===== src/shared/psc_consts.svh =====
`ifndef PSC_CONSTS_SVH
`define PSC_CONSTS_SVH

// Command opcodes (coined encoding on cmd_op)
`define PSC_OP_DISABLE      2'h0
`define PSC_OP_ENABLE       2'h1
`define PSC_OP_RECOVER      2'h2

// Parameter byte coding
`define PSC_P1_PLAIN        8'h00
`define PSC_P1_RESERVED     8'h01
`define PSC_P1_ALT_BIT      7
`define PSC_P1_RFU_HI       6
`define PSC_P1_RFU_LO       5
`define PSC_REF_HI          4
`define PSC_LC_CODE         8'h08
`define PSC_LC_RECOVER      8'h10
`define PSC_LC_EMPTY        8'h00

// Counter initial values, zero and decrement step
`define PSC_CODE_TRIES      4'h3
`define PSC_KEY_TRIES       4'hA
`define PSC_TRIES_ZERO      4'h0
`define PSC_TRIES_ONE       4'h1

// Usage qualifier values
`define PSC_USAGE_NONE      8'h00
`define PSC_USAGE_USE       8'h08

// Status words
`define PSC_SW_OK           16'h9000
`define PSC_SW_TRIES_BASE   12'h63C
`define PSC_SW_KEY_BLOCKED  16'h6983
`define PSC_SW_BAD_STATE    16'h6985
`define PSC_SW_BAD_P1P2     16'h6A86
`define PSC_SW_BAD_LEN      16'h6700
`define PSC_SW_NO_REF       16'h6A88

// Number of code slots held by the handler
`define PSC_SLOTS           8
`define PSC_SLOT_W          3

`endif


===== src/shared/psc_pkg.sv =====
package psc_pkg;
    typedef logic [63:0] psc_code_t;

    // One command as presented by the transport layer
    typedef struct packed {
        logic [1:0]  op;
        logic [7:0]  p1;
        logic [7:0]  p2;
        logic [7:0]  lc;
        psc_code_t   first;
        psc_code_t   second;
    } psc_cmd_s;

    // Per-code state
    typedef struct packed {
        psc_code_t   value;
        logic [3:0]  tries;
        logic        enabled;
        logic        blocked;
        logic [4:0]  alt_ref;
        logic        alt_used;
        psc_code_t   key;
        logic [3:0]  key_tries;
    } psc_slot_s;

    typedef enum logic [1:0] {
        PSC_IDLE,
        PSC_EXEC,
        PSC_DONE
    } psc_state_e;
endpackage


===== src/hdl/psc_code_cmp.sv =====
`timescale 1ns/100ps

// --------------------------------------------------------------
// Code comparator, registered to keep the wide compare off the path
// --------------------------------------------------------------
module psc_code_cmp (
    // Clock and reset
    input  wire logic              clk_sys_i,
    input  wire logic              reset_i,
    // Operands
    input  wire psc_pkg::psc_code_t a_i,
    input  wire psc_pkg::psc_code_t b_i,
    // Result
    output      logic              match_o
);
    import psc_pkg::*;

    logic match_q;

    // Compare registered one cycle after operands settle
    always_ff @(posedge clk_sys_i) begin
        if (reset_i) begin
            match_q <= 1'b0;
        end else begin
            match_q <= (a_i == b_i);
        end
    end

    assign match_o = match_q;
endmodule // psc_code_cmp


===== src/hdl/psc_handler.sv =====
// Overview of operation
// - Disable: P1 zero uses code; b8 set selects alternate key b5..b1; P1=1 and b7..b6 refused
// - Disable and enable carry Lc 08 with eight-byte code; enable needs P1 00
// - Low three bits of P2 pick the code slot acted on
// - Re-enabling a replaced code sets the alternate usage qualifier to 00
// - Successful disable or enable pulses a security environment revalidation request
// - Enable refused when code already enabled or blocked
// - Enable with correct code restores counter to 3 and enables
// - Enable with wrong code decrements counter, code stays disabled
// - Third consecutive wrong code blocks it; only recovery unblocks
// - Blocked disabled code grants access; blocked enabled code denies it
// - Recovery accepted whether or not code blocked, only while key unblocked
// - Correct key stores new code, key counter 10, code counter 3, enabled
// - Wrong key decrements the slot's own key counter, answers 63C9 down to 63C1
// - Tenth wrong key blocks it, answers 63C0; later recoveries with Lc 10 answer 6983
// - Wrong key leaves code counter, blocked and enabled unchanged
// - Empty recovery returns remaining key tries as 63CX
// - Empty recovery on blocked key answers 63C0
// - Recovery: P1 00, Lc absent or 10, key then new code
// - Disable: correct restores 3 and disables; wrong decrements, stays enabled
// - Disable refused when code already disabled or blocked
//
// Design decisions made here: the register addresses and the strobed register port.
`timescale 1ns/100ps
`include "psc_consts.svh"

module psc_handler (
    // Clock and reset
    input  wire logic                 clk_sys_i,
    input  wire logic                 reset_i,
    // Command request
    input  wire logic                 cmd_valid_i,
    input  wire psc_pkg::psc_cmd_s    cmd_i,
    // Command answer
    output      logic                 done_o,
    output      logic [15:0]          sw_o,
    output      logic                 se_revalidate_o,
    // Usage template and access state
    output      logic [7:0]           alt_usage_o,
    output      logic [4:0]           alt_ref_o,
    output      logic [`PSC_SLOTS-1:0] access_granted_o,
    output      logic                 busy_o,
    // Register port
    input  wire logic [7:0]           reg_addr_i,
    input  wire logic [31:0]          reg_wdata_i,
    input  wire logic                 reg_wr_i,
    input  wire logic                 reg_rd_i,
    output      logic [31:0]          reg_rdata_o
);
    import psc_pkg::*;

    // --------------------------------------------------------------
    // Register map
    // --------------------------------------------------------------
    localparam logic [7:0] REG_CTRL   = 8'h00;
    localparam logic [7:0] REG_STATUS = 8'h04;
    localparam logic [7:0] REG_SLOT   = 8'h08;

    psc_state_e  state_q;
    psc_cmd_s    cmd_q;
    psc_slot_s   rd_slot;
    psc_slot_s   wr_slot_d;
    logic        wr_en_d;
    logic        match;
    logic        cmp_wait_q;
    logic        done_q;
    logic [15:0] sw_q;
    logic        se_q;
    logic [7:0]  alt_usage_q;
    logic [4:0]  alt_ref_q;
    logic        grant_to_blocked_q;
    logic [`PSC_SLOTS-1:0] access_q;
    logic [`PSC_SLOT_W-1:0] view_idx_q;
    logic [31:0] rdata_q;
    logic [15:0] sw_d;
    logic        se_d;
    logic        usage_clr_d;
    logic        usage_set_d;
    logic [`PSC_SLOT_W-1:0] idx;
    psc_code_t   cmp_ref;

    // Slot selected by the reference number in P2
    assign idx = cmd_q.p2[`PSC_SLOT_W-1:0];

    // --------------------------------------------------------------
    // Storage and comparator
    // --------------------------------------------------------------
    psc_slot_store u_store (
        .clk_sys_i (clk_sys_i),
        .reset_i   (reset_i),
        .wr_en_i   (wr_en_d),
        .wr_idx_i  (idx),
        .wr_data_i (wr_slot_d),
        .rd_idx_i  (state_q == PSC_IDLE ? view_idx_q : idx),
        .rd_data_o (rd_slot)
    );

    // Recovery compares against the key, the others against the code
    assign cmp_ref = (cmd_q.op == `PSC_OP_RECOVER) ? rd_slot.key : rd_slot.value;

    psc_code_cmp u_cmp (
        .clk_sys_i (clk_sys_i),
        .reset_i   (reset_i),
        .a_i       (cmp_ref),
        .b_i       (cmd_q.first),
        .match_o   (match)
    );

    // --------------------------------------------------------------
    // Sequencer: latch, wait one cycle for compare, execute
    // --------------------------------------------------------------
    always_ff @(posedge clk_sys_i) begin
        if (reset_i) begin
            state_q    <= PSC_IDLE;
            cmd_q      <= '0;
            cmp_wait_q <= 1'b0;
        end else begin
            case (state_q)
                PSC_IDLE: begin
                    if (cmd_valid_i) begin
                        cmd_q      <= cmd_i;
                        cmp_wait_q <= 1'b1;
                        state_q    <= PSC_EXEC;
                    end
                end
                PSC_EXEC: begin
                    if (cmp_wait_q) begin
                        cmp_wait_q <= 1'b0;
                    end else begin
                        state_q <= PSC_DONE;
                    end
                end
                PSC_DONE: begin
                    state_q <= PSC_IDLE;
                end
                default: begin
                    state_q <= PSC_IDLE;
                end
            endcase
        end
    end

    // --------------------------------------------------------------
    // Command decision: status word and slot update
    // --------------------------------------------------------------
    always_comb begin
        logic exec;
        logic is_dis;
        logic p1_ok;
        logic lc_ok;
        exec        = (state_q == PSC_EXEC) && !cmp_wait_q;
        is_dis      = (cmd_q.op == `PSC_OP_DISABLE);
        wr_slot_d   = rd_slot;
        wr_en_d     = 1'b0;
        sw_d        = `PSC_SW_OK;
        se_d        = 1'b0;
        usage_clr_d = 1'b0;
        usage_set_d = 1'b0;
        p1_ok       = 1'b0;
        lc_ok       = 1'b0;
        // Parameter checks
        if (is_dis) begin
            p1_ok = (cmd_q.p1 != `PSC_P1_RESERVED)
                 && !cmd_q.p1[`PSC_P1_RFU_HI] && !cmd_q.p1[`PSC_P1_RFU_LO]
                 && (cmd_q.p1[`PSC_P1_ALT_BIT] || cmd_q.p1 == `PSC_P1_PLAIN);
        end else begin
            p1_ok = (cmd_q.p1 == `PSC_P1_PLAIN);
        end
        if (cmd_q.op == `PSC_OP_RECOVER) begin
            lc_ok = (cmd_q.lc == `PSC_LC_EMPTY) || (cmd_q.lc == `PSC_LC_RECOVER);
        end else begin
            lc_ok = (cmd_q.lc == `PSC_LC_CODE);
        end
        if (!exec) begin
            sw_d = `PSC_SW_OK;
        end else if (cmd_q.op > `PSC_OP_RECOVER || !p1_ok) begin
            sw_d = `PSC_SW_BAD_P1P2;
        end else if (!lc_ok) begin
            sw_d = `PSC_SW_BAD_LEN;
        end else if (cmd_q.op == `PSC_OP_RECOVER) begin
            if (cmd_q.lc == `PSC_LC_EMPTY) begin
                // Blocked key reads as zero tries
                sw_d = {`PSC_SW_TRIES_BASE, rd_slot.key_tries};
            end else if (rd_slot.key_tries == `PSC_TRIES_ZERO) begin
                sw_d = `PSC_SW_KEY_BLOCKED;
            end else if (match) begin
                wr_slot_d.value     = cmd_q.second;
                wr_slot_d.key_tries = `PSC_KEY_TRIES;
                wr_slot_d.tries     = `PSC_CODE_TRIES;
                wr_slot_d.enabled   = 1'b1;
                wr_slot_d.blocked   = 1'b0;
                wr_en_d             = 1'b1;
                if (rd_slot.alt_used) begin
                    // Recovery re-enables the code, so the replacement must stop as well
                    wr_slot_d.alt_used = 1'b0;
                    usage_clr_d        = 1'b1;
                end
            end else begin
                // Only the key counter moves; code state untouched
                wr_slot_d.key_tries = rd_slot.key_tries - `PSC_TRIES_ONE;
                wr_en_d             = 1'b1;
                sw_d = {`PSC_SW_TRIES_BASE, wr_slot_d.key_tries};
            end
        end else if (rd_slot.blocked || (rd_slot.enabled != is_dis)) begin
            sw_d = `PSC_SW_BAD_STATE;
        end else if (match) begin
            wr_slot_d.tries   = `PSC_CODE_TRIES;
            wr_slot_d.enabled = !is_dis;
            wr_en_d           = 1'b1;
            if (is_dis && cmd_q.p1[`PSC_P1_ALT_BIT]) begin
                wr_slot_d.alt_used = 1'b1;
                wr_slot_d.alt_ref  = cmd_q.p1[`PSC_REF_HI:0];
                usage_set_d        = 1'b1;
            end
            if (!is_dis && rd_slot.alt_used) begin
                wr_slot_d.alt_used = 1'b0;
                usage_clr_d        = 1'b1;
            end
            se_d = 1'b1;
        end else begin
            // Enabled flag kept as it was, counter decremented
            wr_slot_d.tries = rd_slot.tries - `PSC_TRIES_ONE;
            wr_en_d         = 1'b1;
            if (wr_slot_d.tries == `PSC_TRIES_ZERO) begin
                wr_slot_d.blocked = 1'b1;
            end
            sw_d = {`PSC_SW_TRIES_BASE, wr_slot_d.tries};
        end
    end

    // --------------------------------------------------------------
    // Answer outputs
    // --------------------------------------------------------------
    always_ff @(posedge clk_sys_i) begin
        if (reset_i) begin
            done_q <= 1'b0;
            sw_q   <= `PSC_SW_OK;
            se_q   <= 1'b0;
        end else begin
            done_q <= (state_q == PSC_EXEC) && !cmp_wait_q;
            se_q   <= se_d;
            if ((state_q == PSC_EXEC) && !cmp_wait_q) begin
                sw_q <= sw_d;
            end
        end
    end

    // Usage template for the alternate global reference
    always_ff @(posedge clk_sys_i) begin
        if (reset_i) begin
            alt_usage_q <= `PSC_USAGE_NONE;
            alt_ref_q   <= '0;
        end else if (usage_set_d) begin
            alt_usage_q <= `PSC_USAGE_USE;
            alt_ref_q   <= cmd_q.p1[`PSC_REF_HI:0];
        end else if (usage_clr_d) begin
            alt_usage_q <= `PSC_USAGE_NONE;
        end
    end

    // Access condition per slot; a blocked code stays as left
    always_ff @(posedge clk_sys_i) begin
        if (reset_i) begin
            access_q <= '0;
        end else if (wr_en_d) begin
            access_q[idx] <= !wr_slot_d.enabled
                          || (match && !wr_slot_d.blocked && wr_slot_d.enabled);
        end
    end

    // --------------------------------------------------------------
    // Register port: control and status view
    // --------------------------------------------------------------
    always_ff @(posedge clk_sys_i) begin
        if (reset_i) begin
            view_idx_q         <= '0;
            grant_to_blocked_q <= 1'b0;
        end else if (reg_wr_i && reg_addr_i == REG_CTRL) begin
            view_idx_q         <= reg_wdata_i[`PSC_SLOT_W-1:0];
            grant_to_blocked_q <= reg_wdata_i[8];
        end
    end

    // Slot view is valid only while idle; busy tells software so
    always_ff @(posedge clk_sys_i) begin
        if (reset_i) begin
            rdata_q <= '0;
        end else if (reg_rd_i) begin
            case (reg_addr_i)
                REG_CTRL:   rdata_q <= {23'h0, grant_to_blocked_q, 5'h0, view_idx_q};
                REG_STATUS: rdata_q <= {15'h0, state_q != PSC_IDLE, sw_q};
                REG_SLOT:   rdata_q <= {20'h0, rd_slot.key_tries, rd_slot.tries,
                                        2'h0, rd_slot.blocked, rd_slot.enabled};
                default:    rdata_q <= '0;
            endcase
        end else begin
            rdata_q <= '0;
        end
    end

    assign done_o           = done_q;
    assign sw_o             = sw_q;
    assign se_revalidate_o  = se_q;
    assign alt_usage_o      = alt_usage_q;
    assign alt_ref_o        = alt_ref_q;
    assign access_granted_o = access_q;
    assign busy_o           = (state_q != PSC_IDLE);
    assign reg_rdata_o      = rdata_q;

    // --------------------------------------------------------------
    // Checks
    // --------------------------------------------------------------
    property p_ok_has_full;
        @(posedge clk_sys_i) disable iff (reset_i)
        (done_q && sw_q == `PSC_SW_OK)
        |-> (rd_slot.tries == `PSC_CODE_TRIES)
            && (cmd_q.op != `PSC_OP_RECOVER || rd_slot.key_tries == `PSC_KEY_TRIES);
    endproperty
    a_ok_has_full: assert property (p_ok_has_full) else $error("ok answer malformed");

    property p_done_latency;
        @(posedge clk_sys_i) disable iff (reset_i)
        (state_q == PSC_IDLE && cmd_valid_i) |-> ##3 done_q;
    endproperty
    a_done_latency: assert property (p_done_latency) else $error("answer not three cycles after request");

    property p_se_on_ok;
        @(posedge clk_sys_i) disable iff (reset_i)
        se_q |-> (done_q && sw_q == `PSC_SW_OK);
    endproperty
    a_se_on_ok: assert property (p_se_on_ok) else $error("revalidate without success");

    // Slot view follows the command's slot in the answer cycle
    property p_block_at_zero;
        @(posedge clk_sys_i) disable iff (reset_i)
        (done_q && cmd_q.op != `PSC_OP_RECOVER && sw_q == {`PSC_SW_TRIES_BASE, `PSC_TRIES_ZERO}) |-> rd_slot.blocked;
    endproperty
    a_block_at_zero: assert property (p_block_at_zero) else $error("code not blocked at zero tries");

    property p_key_block;
        @(posedge clk_sys_i) disable iff (reset_i)
        (done_q && cmd_q.op == `PSC_OP_RECOVER && cmd_q.p1 == `PSC_P1_PLAIN && cmd_q.lc == `PSC_LC_RECOVER
            && rd_slot.key_tries == `PSC_TRIES_ZERO)
        |-> (sw_q == {`PSC_SW_TRIES_BASE, `PSC_TRIES_ZERO} || sw_q == `PSC_SW_KEY_BLOCKED);
    endproperty
    a_key_block: assert property (p_key_block) else $error("blocked key answered wrongly");

    property p_wrong_key_keeps_code;
        @(posedge clk_sys_i) disable iff (reset_i)
        (done_q && cmd_q.op == `PSC_OP_RECOVER && cmd_q.lc == `PSC_LC_RECOVER
            && sw_q[15:4] == `PSC_SW_TRIES_BASE)
        |-> rd_slot.tries == $past(rd_slot.tries) && rd_slot.blocked == $past(rd_slot.blocked)
            && rd_slot.enabled == $past(rd_slot.enabled);
    endproperty
    a_wrong_key_keeps_code: assert property (p_wrong_key_keeps_code) else $error("wrong key moved code");
endmodule // psc_handler


===== src/hdl/psc_slot_store.sv =====
`timescale 1ns/100ps
`include "psc_consts.svh"

// --------------------------------------------------------------
// Code slot storage: flip-flops, one write port, one read port
// --------------------------------------------------------------
module psc_slot_store (
    // Clock and reset
    input  wire logic                      clk_sys_i,
    input  wire logic                      reset_i,
    // Write port
    input  wire logic                      wr_en_i,
    input  wire logic [`PSC_SLOT_W-1:0]    wr_idx_i,
    input  wire psc_pkg::psc_slot_s        wr_data_i,
    // Read port
    input  wire logic [`PSC_SLOT_W-1:0]    rd_idx_i,
    output      psc_pkg::psc_slot_s        rd_data_o
);
    import psc_pkg::*;

    psc_slot_s mem_q [`PSC_SLOTS];

    // Each slot resets to an enabled code, full counters, zero values
    for (genvar g = 0; g < `PSC_SLOTS; g++) begin : g_slot
        always_ff @(posedge clk_sys_i) begin
            if (reset_i) begin
                mem_q[g]           <= '0;
                mem_q[g].tries     <= `PSC_CODE_TRIES;
                mem_q[g].enabled   <= 1'b1;
                mem_q[g].key_tries <= `PSC_KEY_TRIES;
            end else if (wr_en_i && wr_idx_i == g) begin
                mem_q[g] <= wr_data_i;
            end
        end
    end

    assign rd_data_o = mem_q[rd_idx_i];
endmodule // psc_slot_store


===== config.mk =====
export PLATFORM = sky130hd
export DESIGN_NAME = psc_handler
export DESIGN_NICKNAME = d
export VERILOG_FILES = /design/src/shared/psc_pkg.sv /design/src/hdl/psc_code_cmp.sv /design/src/hdl/psc_handler.sv /design/src/hdl/psc_slot_store.sv
export VERILOG_INCLUDE_DIRS = /design/src /design/src/shared
export SDC_FILE = /design/constraint.sdc
export NUM_CORES = 2
export LEC_CHECK = 0
export ABC_AREA = 1
export BUFFER_PORTS_ARGS = -buffer_cell sky130_fd_sc_hd__clkbuf_2
export CORE_MARGIN = 3
export CORE_UTILIZATION = 49
export CTS_CLUSTER_SIZE = 14
export DETAILED_ROUTE_END_ITERATION = 10
export PLACE_DENSITY = 0.62
export SLEW_MARGIN = 30
export SYNTH_ARGS = -nofsm -noshare
export SYNTH_HDL_FRONTEND = slang
export SYNTH_HIERARCHICAL = 1
export SYNTH_SLANG_ARGS = --single-unit

===== constraint.sdc =====
create_clock -name clk_sys_i -period 24.1 [get_ports clk_sys_i]
set_input_delay 4.82 -clock clk_sys_i [delete_from_list [all_inputs] [get_ports clk_sys_i]]
set_output_delay 4.82 -clock clk_sys_i [all_outputs]
set_load 0.05 [all_outputs]

==> results_dict.tcl <==
set metrics [dict create \
    maxSlewViolCount 0 \
    hold_violations 0 \
    die_y_um 370 \
    coreArea_mm2 0.130 \
    drt-initial-drc-count 4896 \
    fin_worst_skew_ns 0.0402 \
    rrSetupSlack_ns 16.38 \
    end_kind "register" \
    cp_max_fo 55 \
    reg2regPathDepth 23 \
    clkTransAtPathRegs_ns 0.06 \
    globalplace.congestion 0.831 \
    clkLatencyLatePin_ns 0.77 \
    fin_crit_ns 7.84 \
    pwr_density_cell_mw_per_mm2 74.7 \
    numCtsBuffers 142 \
    grt_pass1_vias 47555 \
    min_path_cells 2 \
    total_power_uw 5320 \
    hold_class "reg -> reg" \
    num_vias 50730 \
    fin_tns_setup_ns 0 \
    syn_area_mm2 0.0648 \
    worstPathRequired_ns 24.56 \
    portBuffers 213 \
    arrival_ns 8.30 \
    grt_overflow 0 \
    cts_tree "yes" \
    fmaxAchievable_ghz 0.128 \
    setup_viol 0 \
    postCtsSetupBuffers 0 \
    dp_hpwl_um 99200 \
    ys_warn_count 6 \
    grt_usage_pct 27.3 \
    dpl.cell_count 9571 \
    worstHoldEndpoint "cmd_q[133]" \
    crit_type "in -> reg" \
    netlist_instances 7983 \
    drv_cap 0 \
    grt_pass1_wl_um 283000 \
    dp_slack_ns 15.55 \
    h-tree-depth 4 \
    drive_above_1_share_pct 6.67 \
    rsz0062_at_grt "no" \
    fillers 11870 \
    start_kind "input port" \
    slew_headroom_pct 29.3 \
    num-nets-final 8177 \
    min_from "cmd_q[133]" \
    io_pins 271 \
    die_area_mm2 0.137 \
    rr_endpoint "u_store/mem_q[3][129]" \
    clk_root_buffer_cell "clkbuf_16" \
    period_share_pct 32.5 \
    initial_utilization_pct 49.7 \
    antenna_found_initial 5 \
    die_w_um 370 \
    ant_nets 0 \
    cts_resized 0 \
    first_pass_iters 6 \
    stdcell_count 9834 \
    r2r-start "cmd_q[137]" \
    avgSynthCellArea_um2 8.11 \
    setup_ws_ns 16.26 \
    drt-total-wl_um 189000 \
    p_leak_uw 0.0332 \
    rows 132 \
    drt-vias-per-instance 5.16 \
    postCtsHoldBufs 0 \
    tightestPinTransition_ns 1.05 \
    ir_worst_vdd_mv 0.0754 \
    clock-sinks 1312 \
    wl_per_cell_um 19.2 \
    outcome "complete, no violations" \
    drc 0 \
    grt_start_max_net_pins 176 \
    cts_buffer_depth 3 \
    syn_to_final_growth_pct 10.0 \
]
==> stage by stage <==
step                      area [µm²]  utilization [%]  hold slack (ns)
after floorplan                64800                -            0.430
after global placement         66600             51.1            0.443
after detailed placement       66600             51.1            0.448
after CTS                      71200             54.6            0.456
after global routing           71200             54.7            0.480
final                          71300             54.7            0.455
==> layer usage <==
metal  wire length [µm]  vias up  track usage, %
met5                 30        -               0
met4               5130        4            8.57
met3              14900      325            3.60
met2              89400     2040            45.8
met1              79400    24024            36.8
li1                   -    24337               -
==> final cells by class <==
| cell class | instances | area [µm²] | area share [%] |
|---|---|---|---|
| sequential | 1312 | 37400 | 52.5 |
| tap | 1742 | 2180 | 3.06 |
| multi-input combinational | 4691 | 19500 | 27.3 |
| inverter | 1544 | 5850 | 8.21 |
| antenna | 2 | 5.00 | 0.00702 |
| clock inverter | 49 | 418 | 0.586 |
| timing repair buffer | 284 | 1790 | 2.52 |
| clock buffer | 210 | 4150 | 5.82 |
==> cell usage in the layout, fill, tap and decap left out, types with 4 or more instances in the layout <==
| cell type | count |
|---|---|
| xor2_1 | 6 |
| clkbuf_8 | 19 |
| o21ai_0 | 273 |
| edfxtp_1 | 1112 |
| nand4_1 | 14 |
| buf_4 | 54 |
| clkinv_1 | 20 |
| inv_1 | 1521 |
| nand3_1 | 582 |
| conb_1 | 24 |
| inv_2 | 15 |
| clkinv_2 | 14 |
| inv_6 | 6 |
| nor2_1 | 1449 |
| bufinv_16 | 6 |
| nand3_4 | 7 |
| nand3_2 | 4 |
| nor2_2 | 5 |
| o21ai_1 | 73 |
| dfxtp_1 | 200 |
| a21oi_1 | 45 |
| clkbuf_16 | 149 |
| o21ai_4 | 10 |
| buf_12 | 13 |
| nor3_1 | 4 |
| xnor2_1 | 22 |
| clkbuf_1 | 41 |
| nand2_1 | 2132 |
| o22ai_1 | 9 |
| clkbuf_2 | 214 |
==> registers in the layout (all words and copies together), names as in the netlist, 2 cells and up <==
name / cells
alt_ref_o: 5
access_granted_o: 8
view_idx_q: 3
state_q: 2
cmd_q: 149
sw_o: 12
reg_rdata_o: 15
u_store/mem_q: 1112
==> report_power, final <==
part / switching (µW) / total [µW] / leakage [µW] / internal [µW]
registers: 37.3 / 2580 / 0.0131 / 2540
clock network: 888 / 2140 / 0.00223 / 1260
logic: 451 / 594 / 0.0179 / 143
==> worst max-delay path by stage <==
stage               start  cells after the start                     to  slack (ns)
2_1_floorplan  state_q[0]                     23    u_store/mem_q[1][0]       11.00
3_3_place_gp      reset_i                      7  u_store/mem_q[3][116]       15.58
3_5_place_dp      reset_i                      7   u_store/mem_q[3][28]       15.55
4_1_cts           reset_i                      7  u_store/mem_q[3][110]       16.36
5_1_grt        cmd_q[137]                     23   u_store/mem_q[3][42]       15.97
6_report          reset_i                      7  u_store/mem_q[3][129]       16.26
==> worst max-delay path, cell delays in order <==
cell and delay [ns]:
clkbuf_2 0.08, buf_4 0.39, inv_4 0.38, nand3_4 0.64, buf_4 0.82, buf_4 0.83
nor2_1 0.10
(Power assumes the default switching activity.)
